File: src/cfpe_pkg.sv
// Constants, types and helper functions of the CAN frame engine
package cfpe_pkg;
  localparam logic [14:0] CRC_POLY = 15'h4599;
  localparam logic [6:0] POS_IDE = 7'h0d;
  localparam logic [6:0] ARB_STD_LAST = 7'h0d;
  localparam logic [6:0] ARB_EXT_LAST = 7'h20;
  localparam logic [6:0] HEAD_STD_LAST = 7'h12;
  localparam logic [6:0] HEAD_EXT_LAST = 7'h26;
  localparam logic [6:0] CRC_LAST = 7'h0e;
  localparam logic [6:0] FLAG_LAST = 7'h05;
  localparam logic [6:0] DELIM_LAST = 7'h07;
  localparam logic [6:0] EOF_LAST = 7'h06;
  localparam logic [6:0] INTER_LAST = 7'h02;
  localparam logic [6:0] SUSP_LAST = 7'h07;
  localparam logic [2:0] STUFF_RUN = 3'h5;
  localparam logic [2:0] BYTE_LAST = 3'h7;
  localparam logic [3:0] IDLE_RUN = 4'hb;
  localparam logic [1:0] MAX_OVL = 2'h2;
  localparam int RTR_BACK = 6;
  localparam int FIFO_DEPTH = 8;
  localparam int BYTE_W = 8;
  localparam int TXSH_W = 103;
  localparam logic DOM = 1'b0;
  localparam logic REC = 1'b1;

  typedef struct packed {
    logic ide;
    logic rtr;
    logic [28:0] id;
    logic [3:0] dlc;
    logic [63:0] data;
  } cfpe_frame_t;

  typedef struct packed {
    logic ide;
    logic rtr;
    logic [28:0] id;
    logic [3:0] dlc;
  } cfpe_hdr_t;

  typedef enum logic [12:0] {
    S_IDLE = 13'h0001, S_HEAD = 13'h0002, S_DATA = 13'h0004, S_CRC = 13'h0008,
    S_CRCD = 13'h0010, S_ACK = 13'h0020, S_ACKD = 13'h0040, S_EOF = 13'h0080,
    S_INTER = 13'h0100, S_SUSP = 13'h0200, S_FLAG = 13'h0400, S_DWAIT = 13'h0800,
    S_DELIM = 13'h1000
  } cfpe_state_t;

  function automatic logic [14:0] crc_step(input logic [14:0] crc, input logic b);
    crc_step = {crc[13:0], 1'b0} ^ ((b ^ crc[14]) ? CRC_POLY : 15'h0000);
  endfunction : crc_step

  function automatic logic [3:0] dlc_bytes(input logic [3:0] dlc);
    dlc_bytes = dlc[3] ? 4'h8 : {1'b0, dlc[2:0]};
  endfunction : dlc_bytes

  // Serial image, first bit in the top position, SOF included
  function automatic logic [102:0] tx_image(input cfpe_frame_t f);
    if (f.ide) begin
      tx_image = {DOM, f.id[28:18], REC, REC, f.id[17:0], f.rtr, REC, REC, f.dlc, f.data};
    end else begin
      tx_image = {DOM, f.id[10:0], f.rtr, DOM, REC, f.dlc, f.data, 20'h00000};
    end
  endfunction : tx_image
endpackage : cfpe_pkg

File: src/cfpe_fifo.sv
// Parameterised valid/ready FIFO for received data bytes
`timescale 1ns/100ps
module cfpe_fifo #(
  parameter int WIDTH = 8,
  parameter int DEPTH = 8
) (
  // Clock and reset
  input wire logic mclk,
  input wire logic resetn,
  // Fill side
  input wire logic in_valid,
  input wire logic [WIDTH-1:0] in_data,
  output logic in_ready,
  // Drain side
  output logic out_valid,
  output logic [WIDTH-1:0] out_data,
  input wire logic out_ready
);
  localparam int AW = $clog2(DEPTH);
  logic [WIDTH-1:0] mem [DEPTH];
  logic [AW-1:0] wr_r, rd_r;
  logic [AW:0] count_r, count_nxt;
  logic in_ready_r, out_valid_r, push, pop;

  assign push = in_valid && in_ready_r;
  assign pop = out_valid_r && out_ready;
  assign count_nxt = count_r + {{AW{1'b0}}, push} - {{AW{1'b0}}, pop};
  assign in_ready = in_ready_r;
  assign out_valid = out_valid_r;
  assign out_data = mem[rd_r];

  always_ff @(posedge mclk) begin
    if (push) begin
      mem[wr_r] <= in_data;
    end
  end

  always_ff @(posedge mclk or negedge resetn) begin
    if (!resetn) begin
      wr_r <= '0;
      rd_r <= '0;
      count_r <= '0;
      in_ready_r <= 1'b1;
      out_valid_r <= 1'b0;
    end else begin
      wr_r <= wr_r + AW'(push);
      rd_r <= rd_r + AW'(pop);
      count_r <= count_nxt;
      in_ready_r <= count_nxt != (AW+1)'(DEPTH);
      out_valid_r <= count_nxt != '0;
    end
  end
endmodule : cfpe_fifo

File: src/cfpe_engine.sv
// CAN bit-level frame engine: frame build and check, stuffing, CRC, error and overload frames
// Summary of operation
// - Identifier goes out MSB first, 11 bits standard, 29 bits extended.
// - Extended frames send substitute remote request recessive; standard frames omit it.
// - DLC 0-7 gives that many bytes; top bit set means 8 bytes.
// - Both reserved control bits are sent recessive.
// - Remote frames carry no data field whatever the DLC.
// - 15-bit CRC with the CAN generator polynomial, then a delimiter.
// - CRC covers SOF, arbitration, control and data, never stuff bits.
// - Receiver destuffs, rechecks the CRC and signals an error on mismatch.
// - An error-free receiver drives the acknowledge slot dominant.
// - Error-active interframe space is 3 intermission bits then idle.
// - Error-passive nodes add suspend transmission after intermission.
// - Pending transmit may start on a dominant third intermission bit when error-active.
// - Passive node waits for 11 recessive bits; active starts on idle.
// - Error flag is 6 dominant when active, 6 recessive when passive.
// - A foreign error flag shows as stuff error and draws our flag.
// - Delimiters are 8 recessive; dominant eighth bit starts overload frame.
// - Error frame starts next bit; CRC error waits for ACK delimiter.
// - Receiver not ready starts overload at the first intermission bit.
// - Dominant early intermission bit starts overload one bit later.
// - Dominant third intermission bit is a start of frame.
// - At most two receiver-not-ready overload frames delay the next frame; overloads answering dominant bits are not limited.
// - Overload flag is 6 dominant; seen overload flag is answered.
// - RTR dominant for data frames, recessive for remote frames.
// - IDE recessive for extended frames, dominant for standard ones.
// - After five equal bits insert an opposite bit; receiver deletes it.
// - Zero is dominant, one is recessive; dominant wins on the bus.
`timescale 1ns/100ps
module cfpe_engine
  import cfpe_pkg::*;
(
  // Clock and reset
  input wire logic mclk,
  input wire logic resetn,
  // Bus side, one sample strobe per bit time
  input wire logic sample_pulse,
  input wire logic rx_bit,
  output logic tx_bit,
  // Node state
  input wire logic err_passive,
  // Transmit request
  input wire logic tx_valid,
  input wire cfpe_frame_t tx_frame,
  output logic tx_ready,
  // Receive header and data bytes
  output cfpe_hdr_t rx_hdr,
  output logic rx_ok,
  output logic rx_byte_valid,
  output logic [BYTE_W-1:0] rx_byte,
  input wire logic rx_byte_ready,
  // Events
  output logic tx_done,
  output logic arb_lost,
  output logic err_start,
  output logic ovl_start
);
  cfpe_state_t st_r, st_nxt;
  logic [6:0] cnt_r, cnt_nxt, dlast_r, dlast_nxt, head_last;
  logic [2:0] run_r, run_nxt;
  logic [1:0] ovl_cnt_r, ovl_cnt_nxt;
  logic [3:0] rec_run_r, rx_nb;
  logic [14:0] crc_r, crc_nxt;
  logic [38:0] head_r, head_nxt, head_in;
  logic [7:0] byte_r, byte_nxt, byte_in;
  logic [TXSH_W-1:0] txsh_r, txsh_nxt, img;
  logic [28:0] rx_id;
  logic last_r, last_nxt, ide_r, ide_nxt, xmit_r, xmit_nxt, pend_r, pend_nxt;
  logic crc_bad_r, crc_bad_nxt, is_ovl_r, is_ovl_nxt, tx_bit_r, tx_bit_nxt;
  logic tx_ready_r, rx_ok_r, rx_ok_nxt, tx_done_r, tx_done_nxt, arb_lost_r, arb_lost_nxt;
  logic err_r, ovl_r, err_go, ovl_go, sof_go, push, fifo_in_ready;
  logic in_stuff, stuff_slot, stuff_err, arb_zone, lose, tx_checked, bit_err, can_start;
  cfpe_hdr_t hdr_r, hdr_nxt;
  cfpe_frame_t frm_r;

  // Decode of the current bit
  assign in_stuff = st_r inside {S_HEAD, S_DATA, S_CRC, S_CRCD};
  assign stuff_slot = in_stuff && (run_r == STUFF_RUN);
  assign stuff_err = stuff_slot && (rx_bit == last_r);
  assign arb_zone = (st_r == S_HEAD) && !stuff_slot && (cnt_r != 7'h00) &&
                    ((cnt_r <= ARB_STD_LAST) || (ide_r && (cnt_r <= ARB_EXT_LAST)));
  // Recessive sent, dominant seen: someone else wins, no error
  assign lose = xmit_r && arb_zone && (tx_bit_r == REC) && (rx_bit == DOM);
  assign tx_checked = xmit_r && (st_r inside {S_HEAD, S_DATA, S_CRC, S_CRCD, S_ACKD, S_EOF});
  assign bit_err = tx_checked && (rx_bit != tx_bit_r) && !lose;
  assign can_start = pend_r && (!err_passive || (rec_run_r >= IDLE_RUN));
  assign head_last = ide_r ? HEAD_EXT_LAST : HEAD_STD_LAST;
  assign head_in = {head_r[37:0], rx_bit};
  assign byte_in = {byte_r[6:0], rx_bit};
  assign rx_nb = dlc_bytes(head_in[3:0]);
  assign rx_id = ide_r ? {head_in[37:27], head_in[24:7]} : {18'h00000, head_in[17:7]};
  assign img = tx_image(frm_r);
  assign push = sample_pulse && (st_r == S_DATA) && !stuff_slot && !xmit_r && (cnt_r[2:0] == BYTE_LAST);
  assign pend_nxt = tx_done_nxt ? 1'b0 : (pend_r || tx_valid);

  always_comb begin
    st_nxt = st_r;
    cnt_nxt = cnt_r;
    dlast_nxt = dlast_r;
    run_nxt = run_r;
    last_nxt = last_r;
    ide_nxt = ide_r;
    xmit_nxt = xmit_r;
    crc_nxt = crc_r;
    crc_bad_nxt = crc_bad_r;
    head_nxt = head_r;
    byte_nxt = byte_r;
    txsh_nxt = txsh_r;
    hdr_nxt = hdr_r;
    is_ovl_nxt = is_ovl_r;
    ovl_cnt_nxt = ovl_cnt_r;
    tx_bit_nxt = tx_bit_r;
    rx_ok_nxt = 1'b0;
    tx_done_nxt = 1'b0;
    arb_lost_nxt = 1'b0;
    err_go = 1'b0;
    ovl_go = 1'b0;
    sof_go = 1'b0;
    // All decisions are taken at the sample strobe only
    if (sample_pulse) begin
      if (in_stuff) begin
        run_nxt = (rx_bit == last_r) ? run_r + 3'h1 : 3'h1;
        last_nxt = rx_bit;
      end
      if (lose) begin
        xmit_nxt = 1'b0;
        arb_lost_nxt = 1'b1;
      end
      case (st_r)
        S_IDLE: begin
          if (rx_bit == DOM) begin
            sof_go = 1'b1;
          end else if (can_start) begin
            st_nxt = S_HEAD;
            cnt_nxt = 7'h00;
            xmit_nxt = 1'b1;
            txsh_nxt = img;
            crc_nxt = 15'h0000;
            ide_nxt = 1'b0;
            crc_bad_nxt = 1'b0;
            ovl_cnt_nxt = 2'h0;
            run_nxt = 3'h0;
            last_nxt = REC;
          end
        end
        S_HEAD: begin
          if (!stuff_slot) begin
            crc_nxt = crc_step(crc_r, rx_bit);
            head_nxt = head_in;
            txsh_nxt = txsh_r << 1;
            cnt_nxt = cnt_r + 7'h01;
            if (cnt_r == POS_IDE) begin
              ide_nxt = rx_bit;
            end
            if (cnt_r == head_last) begin
              hdr_nxt = '{ide: ide_r, rtr: head_in[RTR_BACK], id: rx_id, dlc: head_in[3:0]};
              cnt_nxt = 7'h00;
              dlast_nxt = {rx_nb[3:0] - 4'h1, BYTE_LAST};
              st_nxt = (head_in[RTR_BACK] || rx_nb == 4'h0) ? S_CRC : S_DATA;
            end
          end
        end
        S_DATA: begin
          if (!stuff_slot) begin
            crc_nxt = crc_step(crc_r, rx_bit);
            byte_nxt = byte_in;
            txsh_nxt = txsh_r << 1;
            cnt_nxt = cnt_r + 7'h01;
            if (cnt_r == dlast_r) begin
              cnt_nxt = 7'h00;
              st_nxt = S_CRC;
            end
          end
        end
        S_CRC: begin
          if (!stuff_slot) begin
            // Feeding the received sequence through leaves zero when it matches
            crc_nxt = crc_step(crc_r, rx_bit);
            cnt_nxt = cnt_r + 7'h01;
            if (cnt_r == CRC_LAST) begin
              crc_bad_nxt = crc_nxt != 15'h0000;
              st_nxt = S_CRCD;
            end
          end
        end
        S_CRCD: begin
          if (!stuff_slot) begin
            err_go = rx_bit == DOM;
            st_nxt = S_ACK;
          end
        end
        S_ACK: begin
          err_go = xmit_r && (rx_bit == REC);
          st_nxt = S_ACKD;
        end
        S_ACKD: begin
          // A CRC error is reported only once the ACK delimiter has passed
          err_go = (rx_bit == DOM) || crc_bad_r;
          st_nxt = S_EOF;
          cnt_nxt = 7'h00;
        end
        S_EOF: begin
          cnt_nxt = cnt_r + 7'h01;
          if (rx_bit == DOM) begin
            err_go = 1'b1;
          end else if (cnt_r == EOF_LAST) begin
            tx_done_nxt = xmit_r;
            rx_ok_nxt = !xmit_r;
            xmit_nxt = 1'b0;
            st_nxt = S_INTER;
            cnt_nxt = 7'h00;
            ovl_go = !fifo_in_ready && (ovl_cnt_r < MAX_OVL);
            ovl_cnt_nxt = ovl_cnt_r + {1'b0, ovl_go};
          end
        end
        S_INTER: begin
          cnt_nxt = cnt_r + 7'h01;
          if (rx_bit == DOM) begin
            sof_go = cnt_r == INTER_LAST;
            ovl_go = cnt_r != INTER_LAST;
          end else if (cnt_r == INTER_LAST) begin
            st_nxt = err_passive ? S_SUSP : S_IDLE;
            cnt_nxt = 7'h00;
          end
        end
        S_SUSP: begin
          cnt_nxt = cnt_r + 7'h01;
          if (rx_bit == DOM) begin
            sof_go = 1'b1;
          end else if (cnt_r == SUSP_LAST) begin
            st_nxt = S_IDLE;
          end
        end
        S_FLAG: begin
          cnt_nxt = cnt_r + 7'h01;
          if (cnt_r == FLAG_LAST) begin
            st_nxt = S_DWAIT;
          end
        end
        S_DWAIT: begin
          // Other nodes' flags may overlap ours; the delimiter starts at the first recessive bit
          if (rx_bit == REC) begin
            st_nxt = S_DELIM;
            cnt_nxt = 7'h01;
          end
        end
        S_DELIM: begin
          cnt_nxt = cnt_r + 7'h01;
          if (cnt_r == DELIM_LAST) begin
            // A receiver still not ready may hold off the next frame once more
            ovl_go = (rx_bit == DOM) || (!fifo_in_ready && (ovl_cnt_r < MAX_OVL));
            ovl_cnt_nxt = ovl_cnt_r + {1'b0, (rx_bit == REC) && ovl_go};
            st_nxt = S_INTER;
            cnt_nxt = 7'h00;
            is_ovl_nxt = 1'b0;
          end else begin
            err_go = rx_bit == DOM;
          end
        end
        default: begin
          st_nxt = S_IDLE;
        end
      endcase
      if (bit_err || stuff_err) begin
        err_go = 1'b1;
      end
      // Next bit to drive
      if (xmit_nxt) begin
        if (st_nxt == S_CRC) begin
          tx_bit_nxt = crc_nxt[14];
        end else if (st_nxt inside {S_HEAD, S_DATA}) begin
          tx_bit_nxt = txsh_nxt[TXSH_W-1];
        end else begin
          tx_bit_nxt = REC;
        end
        if ((st_nxt inside {S_HEAD, S_DATA, S_CRC, S_CRCD}) && (run_nxt == STUFF_RUN)) begin
          tx_bit_nxt = !last_nxt;
        end
      end else if (st_nxt == S_FLAG) begin
        tx_bit_nxt = tx_bit_r;
      end else begin
        tx_bit_nxt = (st_nxt == S_ACK && !crc_bad_nxt) ? DOM : REC;
      end
      if (err_go) begin
        st_nxt = S_FLAG;
        cnt_nxt = 7'h00;
        xmit_nxt = 1'b0;
        is_ovl_nxt = 1'b0;
        tx_bit_nxt = err_passive ? REC : DOM;
      end else if (ovl_go) begin
        st_nxt = S_FLAG;
        cnt_nxt = 7'h00;
        is_ovl_nxt = 1'b1;
        tx_bit_nxt = DOM;
      end else if (sof_go) begin
        st_nxt = S_HEAD;
        cnt_nxt = 7'h01;
        head_nxt = 39'h0;
        crc_nxt = 15'h0000;
        ide_nxt = 1'b0;
        crc_bad_nxt = 1'b0;
        ovl_cnt_nxt = 2'h0;
        run_nxt = 3'h1;
        last_nxt = DOM;
        tx_bit_nxt = REC;
        // When error-active, join a frame started by someone else in idle or in the third intermission bit
        if (pend_r && !err_passive) begin
          xmit_nxt = 1'b1;
          txsh_nxt = img << 1;
          tx_bit_nxt = img[TXSH_W-2];
        end
      end
    end
  end

  always_ff @(posedge mclk or negedge resetn) begin
    if (!resetn) begin
      st_r <= S_IDLE;
      cnt_r <= 7'h00;
      dlast_r <= 7'h00;
      run_r <= 3'h0;
      last_r <= REC;
      ide_r <= 1'b0;
      xmit_r <= 1'b0;
      pend_r <= 1'b0;
      crc_r <= 15'h0000;
      crc_bad_r <= 1'b0;
      head_r <= 39'h0;
      byte_r <= 8'h00;
      txsh_r <= '0;
      hdr_r <= '0;
      frm_r <= '0;
      is_ovl_r <= 1'b0;
      ovl_cnt_r <= 2'h0;
      rec_run_r <= 4'h0;
      tx_bit_r <= REC;
      tx_ready_r <= 1'b0;
      rx_ok_r <= 1'b0;
      tx_done_r <= 1'b0;
      arb_lost_r <= 1'b0;
      err_r <= 1'b0;
      ovl_r <= 1'b0;
    end else begin
      st_r <= st_nxt;
      cnt_r <= cnt_nxt;
      dlast_r <= dlast_nxt;
      run_r <= run_nxt;
      last_r <= last_nxt;
      ide_r <= ide_nxt;
      xmit_r <= xmit_nxt;
      pend_r <= pend_nxt;
      crc_r <= crc_nxt;
      crc_bad_r <= crc_bad_nxt;
      head_r <= head_nxt;
      byte_r <= byte_nxt;
      txsh_r <= txsh_nxt;
      hdr_r <= hdr_nxt;
      is_ovl_r <= is_ovl_nxt;
      ovl_cnt_r <= ovl_cnt_nxt;
      tx_bit_r <= tx_bit_nxt;
      tx_ready_r <= !pend_nxt;
      rx_ok_r <= rx_ok_nxt;
      tx_done_r <= tx_done_nxt;
      arb_lost_r <= arb_lost_nxt;
      err_r <= err_go;
      ovl_r <= ovl_go && !err_go;
      if (sample_pulse) begin
        rec_run_r <= (rx_bit == DOM) ? 4'h0 : (rec_run_r == IDLE_RUN ? IDLE_RUN : rec_run_r + 4'h1);
      end
      // The frame is captured once; it is resent after any error until done
      if (!pend_r && tx_valid) begin
        frm_r <= tx_frame;
      end
    end
  end

  // Bytes are streamed as they arrive; the rx_ok pulse validates them
  cfpe_fifo #(.WIDTH(BYTE_W), .DEPTH(FIFO_DEPTH)) u_rx_fifo (
    .mclk(mclk),
    .resetn(resetn),
    .in_valid(push),
    .in_data(byte_in),
    .in_ready(fifo_in_ready),
    .out_valid(rx_byte_valid),
    .out_data(rx_byte),
    .out_ready(rx_byte_ready)
  );

  assign tx_bit = tx_bit_r;
  assign tx_ready = tx_ready_r;
  assign rx_hdr = hdr_r;
  assign rx_ok = rx_ok_r;
  assign tx_done = tx_done_r;
  assign arb_lost = arb_lost_r;
  assign err_start = err_r;
  assign ovl_start = ovl_r;
endmodule : cfpe_engine

File: config.mk
export PLATFORM = sky130hd
export DESIGN_NAME = cfpe_engine
export DESIGN_NICKNAME = d
export VERILOG_FILES = /design/src/cfpe_pkg.sv /design/src/cfpe_fifo.sv /design/src/cfpe_engine.sv
export SDC_FILE = /design/constraint.sdc
export NUM_CORES = 1
export LEC_CHECK = 0
export ABC_AREA = 1
export BUFFER_PORTS_ARGS = -buffer_cell sky130_fd_sc_hd__buf_2
export CORE_MARGIN = 2
export CORE_UTILIZATION = 45
export CTS_CLUSTER_SIZE = 8
export DETAILED_ROUTE_END_ITERATION = 6
export SYNTH_ARGS = -nofsm -noshare
export SYNTH_HDL_FRONTEND = slang
export SYNTH_SLANG_ARGS = --single-unit
File: constraint.sdc
create_clock -name mclk -period 3.9 [get_ports mclk]
set_clock_uncertainty 0.05 [all_clocks]
set_input_delay 0.195 -clock mclk [delete_from_list [all_inputs] [get_ports mclk]]
set_output_delay 0.195 -clock mclk [all_outputs]
set_load 0.05 [all_outputs]
==> results.sh <==
export IMPL_dp_slack_ps=279.8
export IMPL_power_density_nw_per_um2=683.9
export IMPL_cts_hold_buf=109
export IMPL_final_core_util_pct=54.04
export IMPL_port_buffers=156
export IMPL_path_cells="nor2_2 > nand2_2 > nor2_1 > o21ai_1 > nand2_4 > nand2_4 > inv_2 > nor4_1 > buf_4 > ha_1 > inv_1 > fa_1 > inv_1 > nor3_1 > nand2_1"
export IMPL_slew_viol_final=0
export IMPL_die_area_sq_um=49990
export IMPL_drc=0
export IMPL_wl_per_cell_um=19.03
export IMPL_worst_slew_pin_slew_ps=1046
export IMPL_outcome="finished, final reports clean"
export IMPL_clk_path_buf_depth=3
export IMPL_grt_max_degree=185
export IMPL_dr_total_vias=18780
export IMPL_syn_area_sq_um=21700
export IMPL_layout_area_seq_sq_um=10790
export IMPL_drt_iter0_markers=1631
export IMPL_start_util_pct=45.54
export IMPL_n_fill_cell=4276
export IMPL_total_power_mw=17.61
export IMPL_grt_pass1_wl_mm=100.3
export IMPL_grt_pass1_vias=18480
export IMPL_worst_path_largest_cell_delay_ps=610
export IMPL_drive_gt1_share_pct=15.07
export IMPL_cts_sinks=418
export IMPL_gr_total_overflow=0
export IMPL_syn_avg_cell_area_sq_um=8.973
export IMPL_synthXorXnorAreaFrac_pct=0.7670
export IMPL_ys_warn_count=0
export IMPL_antenna_found_initial=0
export IMPL_final_period_utilization_pct=93.95
export IMPL_synthCells=2418
export IMPL_hold_end="u_rx_fifo.mem[0][0]$_DFFE_PP_"
export IMPL_setup_tns_ps=0
export IMPL_vdd_drop_max_mv=0.4863
export IMPL_cp_slowest_cell="nor4_1"
export IMPL_synth_seq_area_share_pct=49.71
export IMPL_h_tree_depth=2
export IMPL_ys_ff_latch=418
export IMPL_fp_dieW_um=223.6
export IMPL_ff2ff_setup_slack_ps=240
export IMPL_crit_type="reg2reg"
export IMPL_synth_edff_count=64
export IMPL_layout_nets=2755
export IMPL_critPathRequiredTime_ps=4340
export IMPL_numCtsBuffers=58
export IMPL_die_h_um=223.6
export IMPL_relSlewSlack_pct=30.04
export IMPL_drt_wl_total_mm=62.20
export IMPL_vias_per_cell=5.745
export IMPL_n_antenna_cell=0
export IMPL_grt_usage_pct=24.91
export IMPL_startpoint_type="flop"
export IMPL_synth_top_family_by_area="compound AO/OA/AOI/OAI gates"
export IMPL_post_cts_buffers=0
export IMPL_timing_rr_end="u_rx_fifo.out_valid$_DFF_PN0_"
export IMPL_gp_congestion=0.9648
export IMPL_synth_ff_type="dfrtp_1"
export IMPL_area_growth_syn_to_layout_pct=18.66
export IMPL_synth_top_area_cell="dfrtp_1"
export IMPL_hold_start="rx_bit"
export IMPL_yosys_area_top_type_share_pct=40.37
export IMPL_synthArstFlopShare_pct=84.69
export IMPL_yosys_area_share_simple_pct=14.61
export IMPL_fin_area_sq_um=25750
export IMPL_rsz0062_at_grt="false"
export IMPL_synth_adder_area_share_pct=1.188
export IMPL_final_hold_viol_count=0
export IMPL_layout_setup_ws_ps=236.0
export IMPL_max_freq_ghz=0.2729
export IMPL_min_path_type="in2reg"
export IMPL_syn_nets=2544
export IMPL_synthTopCellsByCount="nand2_1 (381), dfrtp_1 (350), inv_1 (259)"
export IMPL_max_cap_violations=0
export IMPL_setup_viol_count_final=0
export IMPL_worst_r2r_cell_count=15
export IMPL_ys_types=51
export IMPL_min_delay_path_depth=1
export IMPL_antenna_left=0
export IMPL_p_leak_nw=11.62
export IMPL_ctsResizeCount=0
export IMPL_cts_tree="done"
export IMPL_synth_area_leaders="dfrtp_1 (40%), edfxtp_1 (8.9%), nand2_1 (6.6%)"
export IMPL_dp_hpwl_mm=39.94
export IMPL_fp_row_count=80
export IMPL_min_period_ps=3664
export IMPL_critPathArrivalTime_ps=4100
export IMPL_clkLatencyLatePin_ps=610
export IMPL_drtPass1Iterations=6
export IMPL_critical_path_max_fanout=12
export IMPL_io_pins=157
export IMPL_coreArea_sq_um=47650
export IMPL_root_buffer="clkbuf_16"
export IMPL_multiInputGateArea_sq_um=9269
export IMPL_synth_most_common_cell="nand2_1"
export IMPL_end_kind="flop"
export IMPL_placed_area_sq_um=23050
export IMPL_clk_pin_slew_ps=50
export IMPL_timing_rr_start="st_r[0]$_DFFE_PN1P_"
export IMPL_synth_mux_area_share_pct=7.439
export IMPL_synth_compound_area_share_pct=18.61
==> power breakdown <==
group	total, mW	leakage (nW)	switching [mW]	internal, mW
sequential	6.35	5.15	0.797	5.55
clock	4.57	0.777	1.84	2.73
combinational	6.68	5.69	4.44	2.24
==> per-layer routing <==
| metal | up-vias | share of wire [%] | wire, um | global-route usage (%) |
|---|---|---|---|---|
| met5 | - | 0 | 0 | 0 |
| met2 | 499 | 49 | 30190 | 40.95 |
| met3 | 106 | 4.6 | 2852 | 3.384 |
| li1 | 8896 | - | - | - |
| met4 | 0 | 3.0 | 1854 | 8.581 |
| met1 | 9279 | 44 | 27310 | 34.05 |
==> through the flow <==
step / cells / hold WS (ps)
floorplan: 2418 / -150.6
global placement: 3075 / 243.0
detailed placement: 3075 / 245.0
CTS: 3269 / 7.790
global route: 3269 / 40.45
finish: 3269 / 39.01
==> cell families (layout without fill, tap and decap cells) <==
logic type / Yosys count / after routing
flops: 418 / 418
simple gates: 745 / 745
buf+inv: 425 / 661
compound gates: 641 / 641
mux: 150 / 150
xor+xnor: 19 / 19
fa+ha+maj: 20 / 20
==> sequential cells by signal (all words and copies together), names as in the netlist, 2 cells and up <==
name	cells
byte_r	7
cnt_r	7
crc_r	15
dlast_r	5
frm_r	99
head_r	37
ovl_cnt_r	2
rec_run_r	4
run_r	3
rx_hdr	35
st_r	13
txsh_r	103
u_rx_fifo.count_r	4
u_rx_fifo.mem	64
u_rx_fifo.rd_r	3
u_rx_fifo.wr_r	3
==> cell usage in the layout (no fill, tap or decap), drive strengths merged, types with 4 or more instances in the layout <==
| cell type | Yosys | layout |
|---|---|---|
| o221ai | 61 | 61 |
| o22ai | 100 | 100 |
| o32ai | 30 | 30 |
| a32oi | 6 | 6 |
| dfstp | 4 | 4 |
| nor2 | 160 | 160 |
| dfrtp | 350 | 350 |
| o31ai | 5 | 5 |
| inv | 269 | 271 |
| mux2 | 90 | 90 |
| edfxtp | 64 | 64 |
| mux2i | 60 | 60 |
| o21ai | 270 | 270 |
| xor2 | 16 | 16 |
| nor4 | 5 | 5 |
| a211oi | 32 | 32 |
| nand2 | 389 | 389 |
| a21oi | 47 | 47 |
| ha | 19 | 19 |
| nand3 | 135 | 135 |
| clkbuf | 105 | 82 |
| nor3 | 39 | 39 |
| a31oi | 12 | 12 |
| a221oi | 8 | 8 |
| nand4 | 11 | 11 |
| o211ai | 59 | 59 |
| buf | 51 | 198 |
| dlygate4sd3 | 0 | 109 |
==> layout make-up <==
type                            count  share of cell area [%]
Clock inverter                      3                  0.1312
Clock buffer                       82                   6.104
Timing Repair Buffer              307                   8.947
Tap cell                          615                   2.989
Sequential cell                   418                   41.91
Multi-Input combinational cell   1575                   36.00
Inverter                          269                   3.922
==> worst max path at each step <==
stage	to	slack (ps)	cells past startpoint	start
floorplan	u_rx_fifo.out_valid$_DFF_PN0_	990	14	st_r[0]$_DFFE_PN1P_
global placement	u_rx_fifo.out_valid$_DFF_PN0_	380	15	st_r[0]$_DFFE_PN1P_
detailed placement	u_rx_fifo.out_valid$_DFF_PN0_	280	15	st_r[0]$_DFFE_PN1P_
CTS	u_rx_fifo.out_valid$_DFF_PN0_	280	15	st_r[0]$_DFFE_PN1P_
global route	u_rx_fifo.out_valid$_DFF_PN0_	180	15	st_r[0]$_DFFE_PN1P_
finish	u_rx_fifo.out_valid$_DFF_PN0_	240	15	st_r[0]$_DFFE_PN1P_
==> critical path, delay by kind of cell, from the launching register on <==
family	cells	cell delay, ps
simple gates	8	1530
buf+inv	4	480
flops	1	580
compound gates	1	220
fa+ha+maj	2	670
No activity file was read; power rests on OpenSTA's default activity.
